## src/hdl/alarm_limits_cfg.svh

```systemverilog
// Purpose: Offsets, field positions, reset values and sizes of the limits bank
// Assumes: 8-bit register port, byte-wide registers
// Notes: Definitions only
`ifndef ALARM_LIMITS_CFG_SVH
`define ALARM_LIMITS_CFG_SVH

// ============================================================
// Sizes
`define ADC_CHANNELS 5
`define CODE_W 12
`define ADDR_W 8
`define DATA_W 8
`define DAC_COUNT 16

// ============================================================
// Register offsets
`define ADC_LIMIT_FIRST 8'h80
`define ADC_LIMIT_LAST 8'h93
`define ADC_UPPER_LOW_SEL 2'h0
`define ADC_UPPER_HIGH_SEL 2'h1
`define ADC_LOWER_LOW_SEL 2'h2
`define ADC_LOWER_HIGH_SEL 2'h3
`define TEMP_UPPER_LIMIT_LOW_ADDR 8'h94
`define TEMP_UPPER_LIMIT_HIGH_ADDR 8'h95
`define TEMP_LOWER_LIMIT_LOW_ADDR 8'h96
`define TEMP_LOWER_LIMIT_HIGH_ADDR 8'h97
`define ADC_HYST_FIRST 8'hA0
`define ADC_HYST_LAST 8'hA4
`define TEMP_ALARM_HYSTERESIS_ADDR 8'hA5
`define DAC_FORCE_CLEAR_LO_ADDR 8'hB0
`define DAC_FORCE_CLEAR_HI_ADDR 8'hB1
`define DAC_ACTIVATE_LO_ADDR 8'hB2
`define DAC_ACTIVATE_HI_ADDR 8'hB3

// ============================================================
// Reset values
`define ADC_UPPER_LOW_RST 8'hFF
`define ADC_UPPER_HIGH_RST 8'h0F
`define ADC_LOWER_LOW_RST 8'h00
`define ADC_LOWER_HIGH_RST 8'h00
`define ADC_HYST_RST 8'h08
`define TEMP_UPPER_LOW_RST 8'hFF
`define TEMP_UPPER_HIGH_RST 8'h07
`define TEMP_LOWER_LOW_RST 8'h00
`define TEMP_LOWER_HIGH_RST 8'h08
`define TEMP_HYST_RST 8'h08
`define DAC_CTRL_RST 8'h00

// ============================================================
// Field positions
`define LIMIT_NIBBLE_MSB 3
`define ADC_HYST_MSB 6
`define TEMP_HYST_MSB 4
`define HYST_W 7

`endif

```

## src/hdl/alarm_limits_pkg.sv

```systemverilog
// Purpose: Types shared by the limits bank and its alarm checker
// Assumes: alarm_limits_cfg.svh holds all numbers
// Notes: Structs carry grouped signals
`include "alarm_limits_cfg.svh"

package alarm_limits_pkg;

  // ============================================================
  // Register port request
  typedef struct packed {
    logic [`ADDR_W-1:0] addr;
    logic [`DATA_W-1:0] wrData;
    logic wr;
    logic rd;
  } reg_req_t;

  // ============================================================
  // Measurement samples
  typedef struct packed {
    logic valid;
    logic [`ADC_CHANNELS-1:0][`CODE_W-1:0] code;
  } adc_sample_t;

  typedef struct packed {
    logic valid;
    logic [`CODE_W-1:0] code;
  } temp_sample_t;

  // ============================================================
  // Register storage of the bank
  typedef struct packed {
    logic [`ADC_CHANNELS-1:0][`DATA_W-1:0] adcUpperLow;
    logic [`ADC_CHANNELS-1:0][`DATA_W-1:0] adcUpperHigh;
    logic [`ADC_CHANNELS-1:0][`DATA_W-1:0] adcLowerLow;
    logic [`ADC_CHANNELS-1:0][`DATA_W-1:0] adcLowerHigh;
    logic [`ADC_CHANNELS-1:0][`DATA_W-1:0] adcHyst;
    logic [`DATA_W-1:0] tempUpperLow;
    logic [`DATA_W-1:0] tempUpperHigh;
    logic [`DATA_W-1:0] tempLowerLow;
    logic [`DATA_W-1:0] tempLowerHigh;
    logic [`DATA_W-1:0] tempHyst;
    logic [`DATA_W-1:0] clearLo;
    logic [`DATA_W-1:0] clearHi;
    logic [`DATA_W-1:0] activeLo;
    logic [`DATA_W-1:0] activeHi;
    logic [`DATA_W-1:0] rdData;
  } bank_state_t;

  // Alarm checker state
  typedef struct packed {
    logic alarm;
  } alarm_state_t;

endpackage

```

## src/hdl/alarm_limits_bank.sv

```systemverilog
// Purpose: Alarm limits, hysteresis, DAC clear and DAC activation registers
// Assumes: Byte register port, read data one cycle after the read strobe
// Notes: Alarm flags and DAC controls come straight from flip-flops
//
// What this block does
// - ADC lower limit: 12-bit unsigned from low byte and high-byte nibble.
// - Temperature upper limit: two's complement, resets to nibble 0x7, low 0xFF.
// - Temperature lower limit: two's complement, resets to nibble 0x8, low 0x00.
// - Each ADC channel and the temperature have their own hysteresis.
// - ADC hysteresis bits 6-0, one code per step, reset 0x08, bit 7 storage.
// - Temperature hysteresis bits 4-0, one degree per step; bits 7-5 reserved.
// - Clear bit at one forces that DAC into clear state.
// - Clear bit back at zero returns that DAC to its programmed code.
// - 0xB0 clears DACs 7-0, 0xB1 clears DACs 15-8; reset zero.
// - All activation bits reset to zero, components off.
// - Activation bit one powers the DAC; zero keeps it clamped.
// - 0xB2 holds activation bits for DACs 7-0, all read/write.
// - Outside the window sets alarm; upper not above lower always alarms.
// - ADC upper limit resets to low 0xFF and nibble 0xF.
//
// The implementer's own choice: the plain strobed port.
`timescale 1ns/1ps
`include "alarm_limits_cfg.svh"

module alarm_limits_bank
(
  input wire logic clk, // Device clock, 40 MHz
  input wire logic rst_n, // Synchronous reset, active low
  input alarm_limits_pkg::reg_req_t req, // Register port request
  output logic [`DATA_W-1:0] rdData, // Read data, cycle after read
  input alarm_limits_pkg::adc_sample_t adcSample, // Unipolar ADC results
  input alarm_limits_pkg::temp_sample_t tempSample, // Temperature result
  output logic [`ADC_CHANNELS-1:0] adcAlarm, // Per-channel window alarm
  output logic tempAlarm, // Temperature window alarm
  output logic [`DAC_COUNT-1:0] dacForceClear, // DAC forced to clear state
  output logic [`DAC_COUNT-1:0] dacActivate // DAC powered, else clamped
);
  import alarm_limits_pkg::*;

  bank_state_t st_r;
  bank_state_t st_nxt;
  logic [`ADC_CHANNELS-1:0][`CODE_W-1:0] adcLowerLimit;
  logic [`ADC_CHANNELS-1:0][`CODE_W-1:0] adcUpperLimit;
  logic [`ADC_CHANNELS-1:0][`HYST_W-1:0] adcHystSteps;
  logic [`CODE_W-1:0] tempUpperLimit;
  logic [`CODE_W-1:0] tempLowerLimit;
  logic [`HYST_W-1:0] tempHystSteps;

  // ============================================================
  // Address helpers
  // ============================================================

  // Limit window covers five channels of four bytes each
  function automatic logic inAdcLimits(input logic [`ADDR_W-1:0] a);
    inAdcLimits = (a >= `ADC_LIMIT_FIRST) && (a <= `ADC_LIMIT_LAST);
  endfunction

  // Hysteresis window holds one byte per ADC channel
  function automatic logic inAdcHyst(input logic [`ADDR_W-1:0] a);
    inAdcHyst = (a >= `ADC_HYST_FIRST) && (a <= `ADC_HYST_LAST);
  endfunction

  // Channel of a limit byte; the window starts on a four-byte boundary
  function automatic logic [2:0] limitChannel(input logic [`ADDR_W-1:0] a);
    logic [`ADDR_W-1:0] off;
    off = a - `ADC_LIMIT_FIRST;
    limitChannel = off[4:2];
  endfunction

  // Channel of a hysteresis byte, counted from the window start
  function automatic logic [2:0] hystChannel(input logic [`ADDR_W-1:0] a);
    logic [`ADDR_W-1:0] off;
    off = a - `ADC_HYST_FIRST;
    hystChannel = off[2:0];
  endfunction

  // Twelve-bit limit from the low byte and the high nibble
  function automatic logic [`CODE_W-1:0] joinLimit(
    input logic [`DATA_W-1:0] lowByte,
    input logic [`DATA_W-1:0] highByte);
    joinLimit = {highByte[`LIMIT_NIBBLE_MSB:0], lowByte};
  endfunction

  // ============================================================
  // Register write and read decode
  // ============================================================

  // Writes store whole bytes; reserved bits are plain storage
  always_comb
  begin
    logic [2:0] ch;
    ch = 3'h0;
    st_nxt = st_r;
    st_nxt.rdData = 8'h00;
    // Write wins if both strobes come; the master never sends both
    if (req.wr)
    begin
      if (inAdcLimits(req.addr))
      begin
        ch = limitChannel(req.addr);
        // Byte select inside the channel's four-byte group
        if (req.addr[1:0] == `ADC_UPPER_LOW_SEL)
        begin
          st_nxt.adcUpperLow[ch] = req.wrData;
        end
        else if (req.addr[1:0] == `ADC_UPPER_HIGH_SEL)
        begin
          st_nxt.adcUpperHigh[ch] = req.wrData;
        end
        else if (req.addr[1:0] == `ADC_LOWER_LOW_SEL)
        begin
          st_nxt.adcLowerLow[ch] = req.wrData;
        end
        else
        begin
          st_nxt.adcLowerHigh[ch] = req.wrData;
        end
      end
      // Temperature limit bytes; only the low nibble of a high byte compares
      else if (req.addr == `TEMP_UPPER_LIMIT_LOW_ADDR)
      begin
        st_nxt.tempUpperLow = req.wrData;
      end
      else if (req.addr == `TEMP_UPPER_LIMIT_HIGH_ADDR)
      begin
        st_nxt.tempUpperHigh = req.wrData;
      end
      else if (req.addr == `TEMP_LOWER_LIMIT_LOW_ADDR)
      begin
        st_nxt.tempLowerLow = req.wrData;
      end
      else if (req.addr == `TEMP_LOWER_LIMIT_HIGH_ADDR)
      begin
        st_nxt.tempLowerHigh = req.wrData;
      end
      // Reserved hysteresis bits are stored and read back
      else if (inAdcHyst(req.addr))
      begin
        ch = hystChannel(req.addr);
        st_nxt.adcHyst[ch] = req.wrData;
      end
      else if (req.addr == `TEMP_ALARM_HYSTERESIS_ADDR)
      begin
        st_nxt.tempHyst = req.wrData;
      end
      // DAC controls act on the outputs the cycle after the write
      else if (req.addr == `DAC_FORCE_CLEAR_LO_ADDR)
      begin
        st_nxt.clearLo = req.wrData;
      end
      else if (req.addr == `DAC_FORCE_CLEAR_HI_ADDR)
      begin
        st_nxt.clearHi = req.wrData;
      end
      else if (req.addr == `DAC_ACTIVATE_LO_ADDR)
      begin
        st_nxt.activeLo = req.wrData;
      end
      else if (req.addr == `DAC_ACTIVATE_HI_ADDR)
      begin
        st_nxt.activeHi = req.wrData;
      end
    end
    else if (req.rd)
    begin
      // Unmapped offsets read as zero
      if (inAdcLimits(req.addr))
      begin
        ch = limitChannel(req.addr);
        // Same byte select as on the write side
        if (req.addr[1:0] == `ADC_UPPER_LOW_SEL)
        begin
          st_nxt.rdData = st_r.adcUpperLow[ch];
        end
        else if (req.addr[1:0] == `ADC_UPPER_HIGH_SEL)
        begin
          st_nxt.rdData = st_r.adcUpperHigh[ch];
        end
        else if (req.addr[1:0] == `ADC_LOWER_LOW_SEL)
        begin
          st_nxt.rdData = st_r.adcLowerLow[ch];
        end
        else
        begin
          st_nxt.rdData = st_r.adcLowerHigh[ch];
        end
      end
      // Whole bytes come back, reserved bits included
      else if (req.addr == `TEMP_UPPER_LIMIT_LOW_ADDR)
      begin
        st_nxt.rdData = st_r.tempUpperLow;
      end
      else if (req.addr == `TEMP_UPPER_LIMIT_HIGH_ADDR)
      begin
        st_nxt.rdData = st_r.tempUpperHigh;
      end
      else if (req.addr == `TEMP_LOWER_LIMIT_LOW_ADDR)
      begin
        st_nxt.rdData = st_r.tempLowerLow;
      end
      else if (req.addr == `TEMP_LOWER_LIMIT_HIGH_ADDR)
      begin
        st_nxt.rdData = st_r.tempLowerHigh;
      end
      else if (inAdcHyst(req.addr))
      begin
        ch = hystChannel(req.addr);
        st_nxt.rdData = st_r.adcHyst[ch];
      end
      else if (req.addr == `TEMP_ALARM_HYSTERESIS_ADDR)
      begin
        st_nxt.rdData = st_r.tempHyst;
      end
      // Control registers read back what the outputs show
      else if (req.addr == `DAC_FORCE_CLEAR_LO_ADDR)
      begin
        st_nxt.rdData = st_r.clearLo;
      end
      else if (req.addr == `DAC_FORCE_CLEAR_HI_ADDR)
      begin
        st_nxt.rdData = st_r.clearHi;
      end
      else if (req.addr == `DAC_ACTIVATE_LO_ADDR)
      begin
        st_nxt.rdData = st_r.activeLo;
      end
      else if (req.addr == `DAC_ACTIVATE_HI_ADDR)
      begin
        st_nxt.rdData = st_r.activeHi;
      end
    end
  end

  // ============================================================
  // State register with power-on values
  // ============================================================

  // Whole bank reloads on reset so no field keeps a stale value
  always_ff @(posedge clk)
  begin
    if (!rst_n)
    begin
      for (int i = 0; i < `ADC_CHANNELS; i++)
      begin
        // Every ADC channel starts with the widest window
        st_r.adcUpperLow[i] <= `ADC_UPPER_LOW_RST;
        st_r.adcUpperHigh[i] <= `ADC_UPPER_HIGH_RST;
        st_r.adcLowerLow[i] <= `ADC_LOWER_LOW_RST;
        st_r.adcLowerHigh[i] <= `ADC_LOWER_HIGH_RST;
        st_r.adcHyst[i] <= `ADC_HYST_RST;
      end
      st_r.tempUpperLow <= `TEMP_UPPER_LOW_RST;
      st_r.tempUpperHigh <= `TEMP_UPPER_HIGH_RST;
      st_r.tempLowerLow <= `TEMP_LOWER_LOW_RST;
      st_r.tempLowerHigh <= `TEMP_LOWER_HIGH_RST;
      st_r.tempHyst <= `TEMP_HYST_RST;
      st_r.clearLo <= `DAC_CTRL_RST;
      st_r.clearHi <= `DAC_CTRL_RST;
      st_r.activeLo <= `DAC_CTRL_RST;
      st_r.activeHi <= `DAC_CTRL_RST;
      st_r.rdData <= 8'h00;
    end
    else
    begin
      // Otherwise the whole bank follows the decode
      st_r <= st_nxt;
    end
  end

  // ============================================================
  // Limits and hysteresis as seen by the alarm checkers
  // ============================================================

  // Reserved bits above each field are kept but never reach compare
  always_comb
  begin
    for (int i = 0; i < `ADC_CHANNELS; i++)
    begin
      adcLowerLimit[i] = joinLimit(st_r.adcLowerLow[i], st_r.adcLowerHigh[i]);
      adcUpperLimit[i] = joinLimit(st_r.adcUpperLow[i], st_r.adcUpperHigh[i]);
      adcHystSteps[i] = st_r.adcHyst[i][`ADC_HYST_MSB:0];
    end
  end

  // Temperature bytes join the same way; the checker compares them signed
  assign tempUpperLimit = joinLimit(st_r.tempUpperLow, st_r.tempUpperHigh);
  assign tempLowerLimit = joinLimit(st_r.tempLowerLow, st_r.tempLowerHigh);
  // One degree per step equals one temperature code step here
  assign tempHystSteps = {2'b00, st_r.tempHyst[`TEMP_HYST_MSB:0]};

  // ============================================================
  // One checker per monitored channel, each with its own hysteresis
  // ============================================================

  // All five ADC checkers share one sample strobe
  for (genvar g = 0; g < `ADC_CHANNELS; g++)
  begin : gAdc
    alarm_window
    #(
      .SIGNED_CODE(1'b0)
    )
    uAdcAlarm
    (
      .clk(clk),
      .rst_n(rst_n),
      .sampleValid(adcSample.valid),
      .sample(adcSample.code[g]),
      .lower(adcLowerLimit[g]),
      .upper(adcUpperLimit[g]),
      .hyst(adcHystSteps[g]),
      .alarm(adcAlarm[g])
    );
  end

  // Temperature compares in two's complement
  alarm_window
  #(
    .SIGNED_CODE(1'b1)
  )
  uTempAlarm
  (
    .clk(clk),
    .rst_n(rst_n),
    .sampleValid(tempSample.valid),
    .sample(tempSample.code),
    .lower(tempLowerLimit),
    .upper(tempUpperLimit),
    .hyst(tempHystSteps),
    .alarm(tempAlarm)
  );

  // ============================================================
  // Outputs, all straight from flip-flops
  // ============================================================

  // Clear overrides the DAC code downstream; zero hands it back
  assign dacForceClear = {st_r.clearHi, st_r.clearLo};
  // Zero keeps the DAC clamped to save supply current
  assign dacActivate = {st_r.activeHi, st_r.activeLo};
  // Zero outside the cycle after a read
  assign rdData = st_r.rdData;

endmodule

```

## src/hdl/alarm_window.sv

```systemverilog
// Purpose: Window alarm with hysteresis for one measured channel
// Assumes: Sample, limits and hysteresis on the same clock
// Notes: SIGNED_CODE selects two's complement compare
`timescale 1ns/1ps
`include "alarm_limits_cfg.svh"

module alarm_window
#(
  parameter bit SIGNED_CODE = 1'b0
)
(
  input wire logic clk, // Device clock
  input wire logic rst_n, // Synchronous reset, active low
  input wire logic sampleValid, // New measurement this cycle
  input wire logic [`CODE_W-1:0] sample, // Measurement code
  input wire logic [`CODE_W-1:0] lower, // Lower limit
  input wire logic [`CODE_W-1:0] upper, // Upper limit
  input wire logic [`HYST_W-1:0] hyst, // Hysteresis in code steps
  output logic alarm // Alarm flag, registered
);
  import alarm_limits_pkg::*;

  alarm_state_t st_r;
  alarm_state_t st_nxt;
  logic signed [`CODE_W+1:0] sampleX;
  logic signed [`CODE_W+1:0] lowerX;
  logic signed [`CODE_W+1:0] upperX;
  logic signed [`CODE_W+1:0] hystX;

  // ============================================================
  // Widen by two bits so limit plus hysteresis never wraps
  function automatic logic signed [`CODE_W+1:0] widen(input logic [`CODE_W-1:0] v);
    if (SIGNED_CODE)
    begin
      widen = {{2{v[`CODE_W-1]}}, v};
    end
    else
    begin
      widen = {2'b00, v};
    end
  endfunction

  assign sampleX = widen(sample);
  assign lowerX = widen(lower);
  assign upperX = widen(upper);
  assign hystX = {7'h00, hyst};

  // Alarm decision, checked only on a new sample
  always_comb
  begin
    st_nxt = st_r;
    if (sampleValid)
    begin
      if (upperX <= lowerX)
      begin
        st_nxt.alarm = 1'b1;
      end
      else if (sampleX < lowerX || sampleX > upperX)
      begin
        st_nxt.alarm = 1'b1;
      end
      else if (st_r.alarm && (sampleX < lowerX + hystX || sampleX > upperX - hystX))
      begin
        st_nxt.alarm = 1'b1;
      end
      else
      begin
        st_nxt.alarm = 1'b0;
      end
    end
  end

  // State register
  always_ff @(posedge clk)
  begin
    if (!rst_n)
    begin
      st_r <= '0;
    end
    else
    begin
      st_r <= st_nxt;
    end
  end

  assign alarm = st_r.alarm;

endmodule

```

## config.mk

```make
export PLATFORM = sky130hd
export DESIGN_NAME = alarm_limits_bank
export DESIGN_NICKNAME = d
export VERILOG_FILES = /design/src/hdl/alarm_limits_pkg.sv /design/src/hdl/alarm_limits_bank.sv /design/src/hdl/alarm_window.sv
export VERILOG_INCLUDE_DIRS = /design/src /design/src/hdl
export SDC_FILE = /design/constraint.sdc
export NUM_CORES = 1
export LEC_CHECK = 0
export ABC_AREA = 1
export BUFFER_PORTS_ARGS = -buffer_cell sky130_fd_sc_hd__buf_2
export CAP_MARGIN = 5
export CORE_ASPECT_RATIO = 1.25
export CORE_UTILIZATION = 57
export CTS_CLUSTER_DIAMETER = 120
export DETAILED_ROUTE_END_ITERATION = 10
export GPL_TIMING_DRIVEN = 0
export PLACE_DENSITY_LB_ADDON = 0.08
export SYNTH_ARGS = -nofsm -noshare
export SYNTH_HDL_FRONTEND = slang
export SYNTH_SLANG_ARGS = --single-unit
export TNS_END_PERCENT = 30
```

## constraint.sdc

```tcl
create_clock -name clk -period 2.87 [get_ports clk]
set_input_delay 0.1435 -clock clk [delete_from_list [all_inputs] [get_ports clk]]
set_output_delay 0.1435 -clock clk [all_outputs]
set_load 0.05 [all_outputs]
```

After elaboration in Yosys (flattened, before gate mapping)
Index checks and enable logic that the tools add are counted.
{"block": "totals", "latch_bits": 0, "memories": 0, "wordCells": 208, "register_bits": 286, "input_bits": 94, "rom_bits": 0, "mem_bits_rw": 0}
{"block": "classes", "magnitude_cmp": 38, "shifts": 0, "n_mul": 0, "n_div": 0, "n_mux": 51, "eq_ne": 11, "bitwise": 15, "addsub": 14, "n_reduce_logical": 38}
{"cell": "$bwmux 40", "count": 5}
{"cell": "$mux 8", "count": 21}
{"cell": "$bmux 8 s3", "count": 5}
{"cell": "$eq 8x8->1 const B", "count": 9}
{"cell": "$gt 12x12->1", "count": 6}
{"cell": "$le 12x12->1", "count": 6}
{"cell": "$lt 12x12->1", "count": 6}
{"cell": "$gt 13x14->1", "count": 5}
{"cell": "$lt 13x14->1", "count": 5}
{"cell": "$add 12x7->13", "count": 5}
{"cell": "$sub 12x7->13", "count": 5}
{"cell": "$demux 8 s3", "count": 2}
{"cell": "$mux 1", "count": 18}
{"cell": "$ge 8x8->1 const B", "count": 2}
{"cell": "$le 8x8->1 const B", "count": 2}
{"cell": "$not 1->1", "count": 15}
{"cell": "$reduce_and 5->1", "count": 3}
{"cell": "$add 12x6->13", "count": 1}
{"cell": "$gt 12x13->1", "count": 1}
{"cell": "$lt 12x13->1", "count": 1}
{"cell": "$sub 12x6->13", "count": 1}
{"cell": "$logic_or 1x1->1", "count": 12}
{"cell": "$reduce_and 12->1", "count": 1}
{"cell": "$reduce_and 11->1", "count": 1}
{"cell": "16 further kinds", "count": 29}

Logic depth before layout (Yosys ltp)
{"block": "logic_depth", "depth_word": 12, "depth_mapped": 24}

Hierarchy
Synthesis repeated with hierarchy kept, for this count alone.
{"block": "hier_totals", "cells_unflattened": 3702, "hier_area_um2": 26013.7}
{"mod": "alarm_limits_bank", "instances": 1, "cells_each": 1678, "area_per_inst_um2": 12578.3}
{"mod": "alarm_window at gAdc[0].uAdcAlarm ...", "instances": 3, "cells_each": 330, "area_per_inst_um2": 2203.4}
{"mod": "alarm_window at gAdc[1].uAdcAlarm ...", "instances": 2, "cells_each": 329, "area_per_inst_um2": 2199.6}
{"mod": "alarm_window at uTempAlarm", "instances": 1, "cells_each": 376, "area_per_inst_um2": 2426.1}

Worst setup path before layout
No wires, ideal clock.
{"block": "synth_path", "path_type": "register -> register", "start": "reg st_r, in the netlist adcUpperLimit[24]", "end": "reg gAdc[2].uAdcAlarm.st_r", "path_buffers": 0, "path_stages_with_launch": 20, "slack_ps": -130, "required_time_ps": 2751, "arrival_ps": 2881, "setup_time_ps": 119, "period_less_slack_ps": 3000, "path_cell_list": "dfxtp_1 inv_1 ha_1 fa_1 or2_2 o21ai_0 inv_1 o21ai_0 xor2_1 ha_1 nand2_1 nor2_1 a211oi_1 nand2_1 nand2_1 nand2_1 nand2_1 nand3_1 nand2_1 a21oi_1"}
{"block": "synth_between", "elab_chain_cells": 7}
{"element": "start: declaration", "line_no": "alarm_limits_bank.sv:40", "text": "bank_state_t st_r;"}
{"element": "start signal: assignment", "line_no": "alarm_limits_bank.sv:266", "text": "st_r <= st_nxt;"}
{"element": "$sub 12x7->13", "line_no": "alarm_window.sv:62", "text": "else if (st_r.alarm && (sampleX < lowerX + hystX || sampleX > upperX - hystX))"}
{"element": "$gt 13x14->1", "line_no": "alarm_window.sv:62"}
{"element": "$logic_or 1x1->1", "line_no": "alarm_window.sv:62"}
{"element": "$logic_and 1x1->1", "line_no": "alarm_window.sv:62"}
{"element": "$mux 1", "line_no": "alarm_window.sv:62"}
{"element": "$mux 1", "line_no": "alarm_window.sv:58", "text": "else if (sampleX < lowerX || sampleX > upperX)"}
{"element": "$mux 1 (*)", "line_no": "alarm_window.sv:54", "text": "if (upperX <= lowerX)"}
{"element": "end signal: assignment", "line_no": "alarm_window.sv:82", "text": "st_r <= st_nxt;"}
{"element": "end: declaration", "line_no": "alarm_window.sv:23", "text": "alarm_state_t st_r;"}
Every way passes the cells marked *; elsewhere a longest branch is shown, timed or not.
A chain may end at the register's enable or synchronous reset.

Worst setup path after layout
{"block": "layout_path", "start": "reg st_r, in the netlist adcHystSteps[16]", "end": "reg gAdc[2].uAdcAlarm.st_r"}
{"block": "layout_between", "elab_chain_cells": 7}
{"element": "$add 12x7->13 / $sub 12x7->13 (equally long branches)", "line_no": "alarm_window.sv:62"}
{"element": "$lt 13x14->1 / $gt 13x14->1 (equally long branches)", "line_no": "alarm_window.sv:62"}
{"element": "$logic_or 1x1->1 (*)", "line_no": "alarm_window.sv:62"}
{"element": "$logic_and 1x1->1 (*)", "line_no": "alarm_window.sv:62"}
{"element": "$mux 1 (*)", "line_no": "alarm_window.sv:62"}
{"element": "$mux 1 (*)", "line_no": "alarm_window.sv:58"}
{"element": "$mux 1 (*)", "line_no": "alarm_window.sv:54"}
Marks and branches as above.

==> key figures <==
Clocking
  – Clock Path Buffers: 3
  – Clock tree root driver cell: sky130_fd_sc_hd__clkbuf_16
  – Cts bufs inserted: 34
  – Htree depth: 2
  – Clk sinks: 286
  – Clock-pin slew of the registers on the worst-case setup and hold paths: 70 ps
  – Clock latency of the later-clocked register in the worst-skew pair: 550 ps
  – CTS tree: built

Cells and area
  – Post-layout nets: ~4.3k
  – Number of inserted filler cells in the final layout: 3836
  – Area growth, synth to finish: 15.26%
  – Area of combinational cells with multiple inputs: around 0.018 mm2
  – Fraction of final layout cells sized beyond drive strength 1: 0.1499
  – Sequential cell area: 0.005823 mm2

Synth
  – Xor and xnor fraction of the mapped netlist area: 0.03937
  – Average footprint of a synthesized cell: 7.159 um2
  – Netlist cell types: 51
  – Total number of yosys warnings: 0
  – Area share of fa/ha/maj cells after synthesis: 0.2256
  – Simple-gate area share of the yosys netlist: 0.1795
  – Cell with the most instances after synthesis: sky130_fd_sc_hd__nand2_1
  – Most used DFF post-synth: sky130_fd_sc_hd__dfxtp_1
  – Combined area of all synthesized cells: 0.02514 mm2
  – Largest family of logic cells by synthesized area: compound AO/OA/AOI/OAI gates
  – Multiplexer share of the synthesized area: 0
  – Top cells by instance count after synthesis: sky130_fd_sc_hd__nand2_1, sky130_fd_sc_hd__a21oi_1, sky130_fd_sc_hd__ha_1
  – Cells after synthesis: roughly 3.5k
  – Mapped Nets: between 4k and 5k
  – Synthesized-area fraction occupied by ao, oa, aoi and oai cells: 0.2325
  – Flops & latches, synth: around 290
  – Sequential cell area fraction in the yosys report: 0.2278
  – Share of synthesized registers carrying an async set or reset: 0
  – Top post-synthesis cells by area: sky130_fd_sc_hd__dfxtp_1, sky130_fd_sc_hd__ha_1, sky130_fd_sc_hd__a21oi_1
  – Share of the synthesized area in the top cell type: 0.2278
  – Cell taking the most area after synthesis: sky130_fd_sc_hd__dfxtp_1
  – Number of enable flip-flop cells after synthesis: 0

Global route
  – Vias in the first global route: 26.59k
  – Global route overflow: 0
  – Number of antenna violations at the first check in global routing: 2
  – Maximum number of pins on one net before global-route repair: 15
  – First-pass GRT wire length: approximately 160000 um
  – GRT Resource Usage Total: 0.4713

Run status
  – Result of the run: finished, violations left
  – Violations in the final reports: max-capacitance violations, max-slew violations, negative setup slack

Die
  – Initial cell density of the core: 0.5807
  – Standard-cell rows: 85
  – Die outline area: about 0.045 mm2
  – Number of I/O pins: 140
  – Die extent in x: ~190 um
  – Core Footprint: approximately 0.043 mm2
  – Die Ht: between 200 and 250 um

Routing
  – Count of unresolved DRC violations after routing: 0
  – Number of vias per cell after detailed routing: 6.402
  – Count of routing violations after the opening detailed-route iteration: about 2.8k
  – Total via count in the routed design: between 20k and 30k
  – ANT nets after route: 0
  – Initial DRT Pass Iterations: 8
  – Per-cell routed wire length: approximately 25 um
  – Total Routed Length: approximately 110000 um

Placement
  – Setup slack after placement: -567.4 ps
  – Total of buffers placed on input and output ports: about 130
  – Final RePlAce weighted congestion: slightly above 1
  – DPL Wire Length: between 80000 and 90000 um

Critical path
  – Worst reg2reg endpoint: gAdc[2].uAdcAlarm.alarm
  – Slowest CP cell: sky130_fd_sc_hd__dfxtp_4
  – Capturing element type of the critical path: flip-flop
  – Data arrival time of the worst path: 3510 ps
  – Critical path's most frequent cell: sky130_fd_sc_hd__a21oi_1
  – Number of cells traversed by the worst register-to-register path: 16
  – Worst reg-to-reg setup slack: -190 ps
  – Start of the worst register-to-register path: adcHystSteps[16]
  – Start point of the critical path: adcHystSteps[16]
  – Critical Path Max Stage Delay: 400 ps
  – Crit path max fanout: 4
  – Startpoint types: flip-flop
  – WP data required: 3320 ps
  – Type of the worst setup path: reg2reg
  – Cell-by-cell listing of the critical path: buf_4 > ha_1 > a21oi_1 > nand2_1 > a21oi_1 > nor2_1 > nor2_1 > xor2_1 > ha_1 > a21oi_1 > o221ai_2 > nand3b_1 > nand2_1 > nand3_2 > nand2_1 > a21oi_1
  – Termination of the worst setup path: gAdc[2].uAdcAlarm.alarm

Power and ir drop
  – Share of total power in sequential cells: 0.390
  – Share of power burned in the clock network: 0.466
  – Psw: about 3 mW
  – Internal portion of total power: 7.249 mW
  – Leakage Power: about 13 nW
  – Total power density per cell area: 353.7 mW/mm2
  – Worst IR Drop VDD: approximately 0.54 mV
  – Share of total power in combinational logic: 0.143
  – Switching Fraction: 0.2926

STA
  – Summed negative setup slack over all endpoints: -687.4 ps
  – Final Setup Violations: 6
  – Number of hold violations in the final report: 0
  – Worst rel slew slack: -0.05554
  – Final worst-path cycle share: 1.066
  – Least-Margin Pin Slew: 1583 ps
  – Final-report max-slew violation count: 22
  – Setup repair after global routing missed its margin: yes
  – Worst path setup slack after routing: -188.2 ps
  – Min Tclk post-route: between 3000 and 4000 ps
  – Clock Skews: 26.97 ps
  – Maximum operating frequency: 327.0 MHz

Job
  – Max capacitance violation total: 2

Worst hold path
  – Hold path depth: 3
  – Critical hold path startpoint: req[9]
  – Worst Hold Class: in2reg
-- state kept, by name, indices dropped and copies added (netlist names) --
signal / flops
adcLowerLimit: 60
st_r: 85
uTempAlarm.alarm: 1
rdData: 8
dacActivate: 16
dacForceClear: 16
adcHystSteps: 35
adcUpperLimit: 60
gAdc.uAdcAlarm.alarm: 5
-- how the worst min path moves through the flow --
stage,endpoint,slack [ps]
6_report,dacActivate[7],7
2_1_floorplan,uTempAlarm.alarm,290
3_5_place_dp,uTempAlarm.alarm,420
3_3_place_gp,uTempAlarm.alarm,410
5_1_grt,dacActivate[7],20
4_1_cts,dacActivate[7],2
-- critical path: cells and delay by family, from the launching register on --
kind                       cells  cell delay, ps
buffers and inverters          1             190
xor gates and xnor gates       1             230
adders and majority gates      2             650
AOI/OAI and AO/OA              5             820
and+or+nand+nor                7             680
DFF                            1             400
-- metal layers --
metal	wire length, um	up-vias	global-route usage
met1	38780	12860	0.5221
li1	-	12540	-
met5	12	-	0
met3	10230	561	0.09649
met2	48240	1673	0.7513
met4	11550	2	0.4411
-- through the flow --
step | util | hold WS, ps | total power [mW] | instance area, um2 | instances
detailed placement | 0.6124 | 424.4 | 5.467 | 26510 | 4209
floorplan | - | 286.4 | 4.875 | 25140 | 3511
global route | 0.6693 | 19.43 | 10.44 | 28970 | 4316
CTS | 0.6618 | 1.607 | 10.11 | 28650 | 4306
finish | 0.6693 | 7.428 | 10.25 | 28970 | 4317
global placement | 0.6124 | 406.7 | 5.420 | 26510 | 4209
-- power groups by stage --
stage	Sequential (mW)	Combinational, mW	Clock, mW
floorplan	4.10	0.777	0
global placement	4.10	1.32	0
detailed placement	4.10	1.36	0
CTS	4.00	1.39	4.72
global route	4.00	1.56	4.89
finish	4.00	1.47	4.78
-- cell type report --
type | count | share of cell area
clock inverter | 15 | 0.006866
tap | 565 | 0.02440
clock buffer | 45 | 0.03472
timing repair buffer | 179 | 0.03507
multi-input combinational | 2654 | 0.6143
sequential | 286 | 0.2010
antenna | 2 | 0.0001727
buffer | 164 | 0.02988
inverter | 407 | 0.05359
-- cells by family (layout without fill, tap and decap cells) --
kind of cell,after synthesis,in the layout
AO/OA/AOI/OAI,1053,1053
other,0,2
buffers and inverters,571,810
adder cells (fa/ha/maj),446,446
flip-flops,286,286
XOR/XNOR,113,113
AND/OR/NAND/NOR,1042,1042
-- what timing repair did --
| item | in CTS | in global routing |
|---|---|---|
| setup buffers | 35 | 9 |
| hold endpoints to repair | 3 | 0 |
| endpoints found under the setup margin | 6 | 6 |
| gates cloned | 0 | 0 |
| pin swaps | 60 | 37 |
| hold buffers | 2 | 0 |
| gates resized for setup | 191 | 66 |
-- layout by cell type, fill, tap and decap left out, types with 30 or more instances in the layout --
| master | n |
|---|---|
| sky130_fd_sc_hd__nand2_1 | 580 |
| sky130_fd_sc_hd__a21oi_1 | 457 |
| sky130_fd_sc_hd__ha_1 | 409 |
| sky130_fd_sc_hd__inv_1 | 362 |
| sky130_fd_sc_hd__o21ai_0 | 322 |
| sky130_fd_sc_hd__dfxtp_1 | 240 |
| sky130_fd_sc_hd__nor2_1 | 172 |
| sky130_fd_sc_hd__buf_2 | 165 |
| sky130_fd_sc_hd__o211ai_1 | 105 |
| sky130_fd_sc_hd__xor2_1 | 102 |
| sky130_fd_sc_hd__buf_4 | 94 |
| sky130_fd_sc_hd__nand3_1 | 86 |
| sky130_fd_sc_hd__clkbuf_1 | 79 |
| sky130_fd_sc_hd__nor3_1 | 54 |
| sky130_fd_sc_hd__nand4_1 | 44 |
| sky130_fd_sc_hd__clkbuf_16 | 37 |
| sky130_fd_sc_hd__inv_2 | 31 |
| sky130_fd_sc_hd__dfxtp_2 | 30 |
Power figures use the tool's default switching activity.
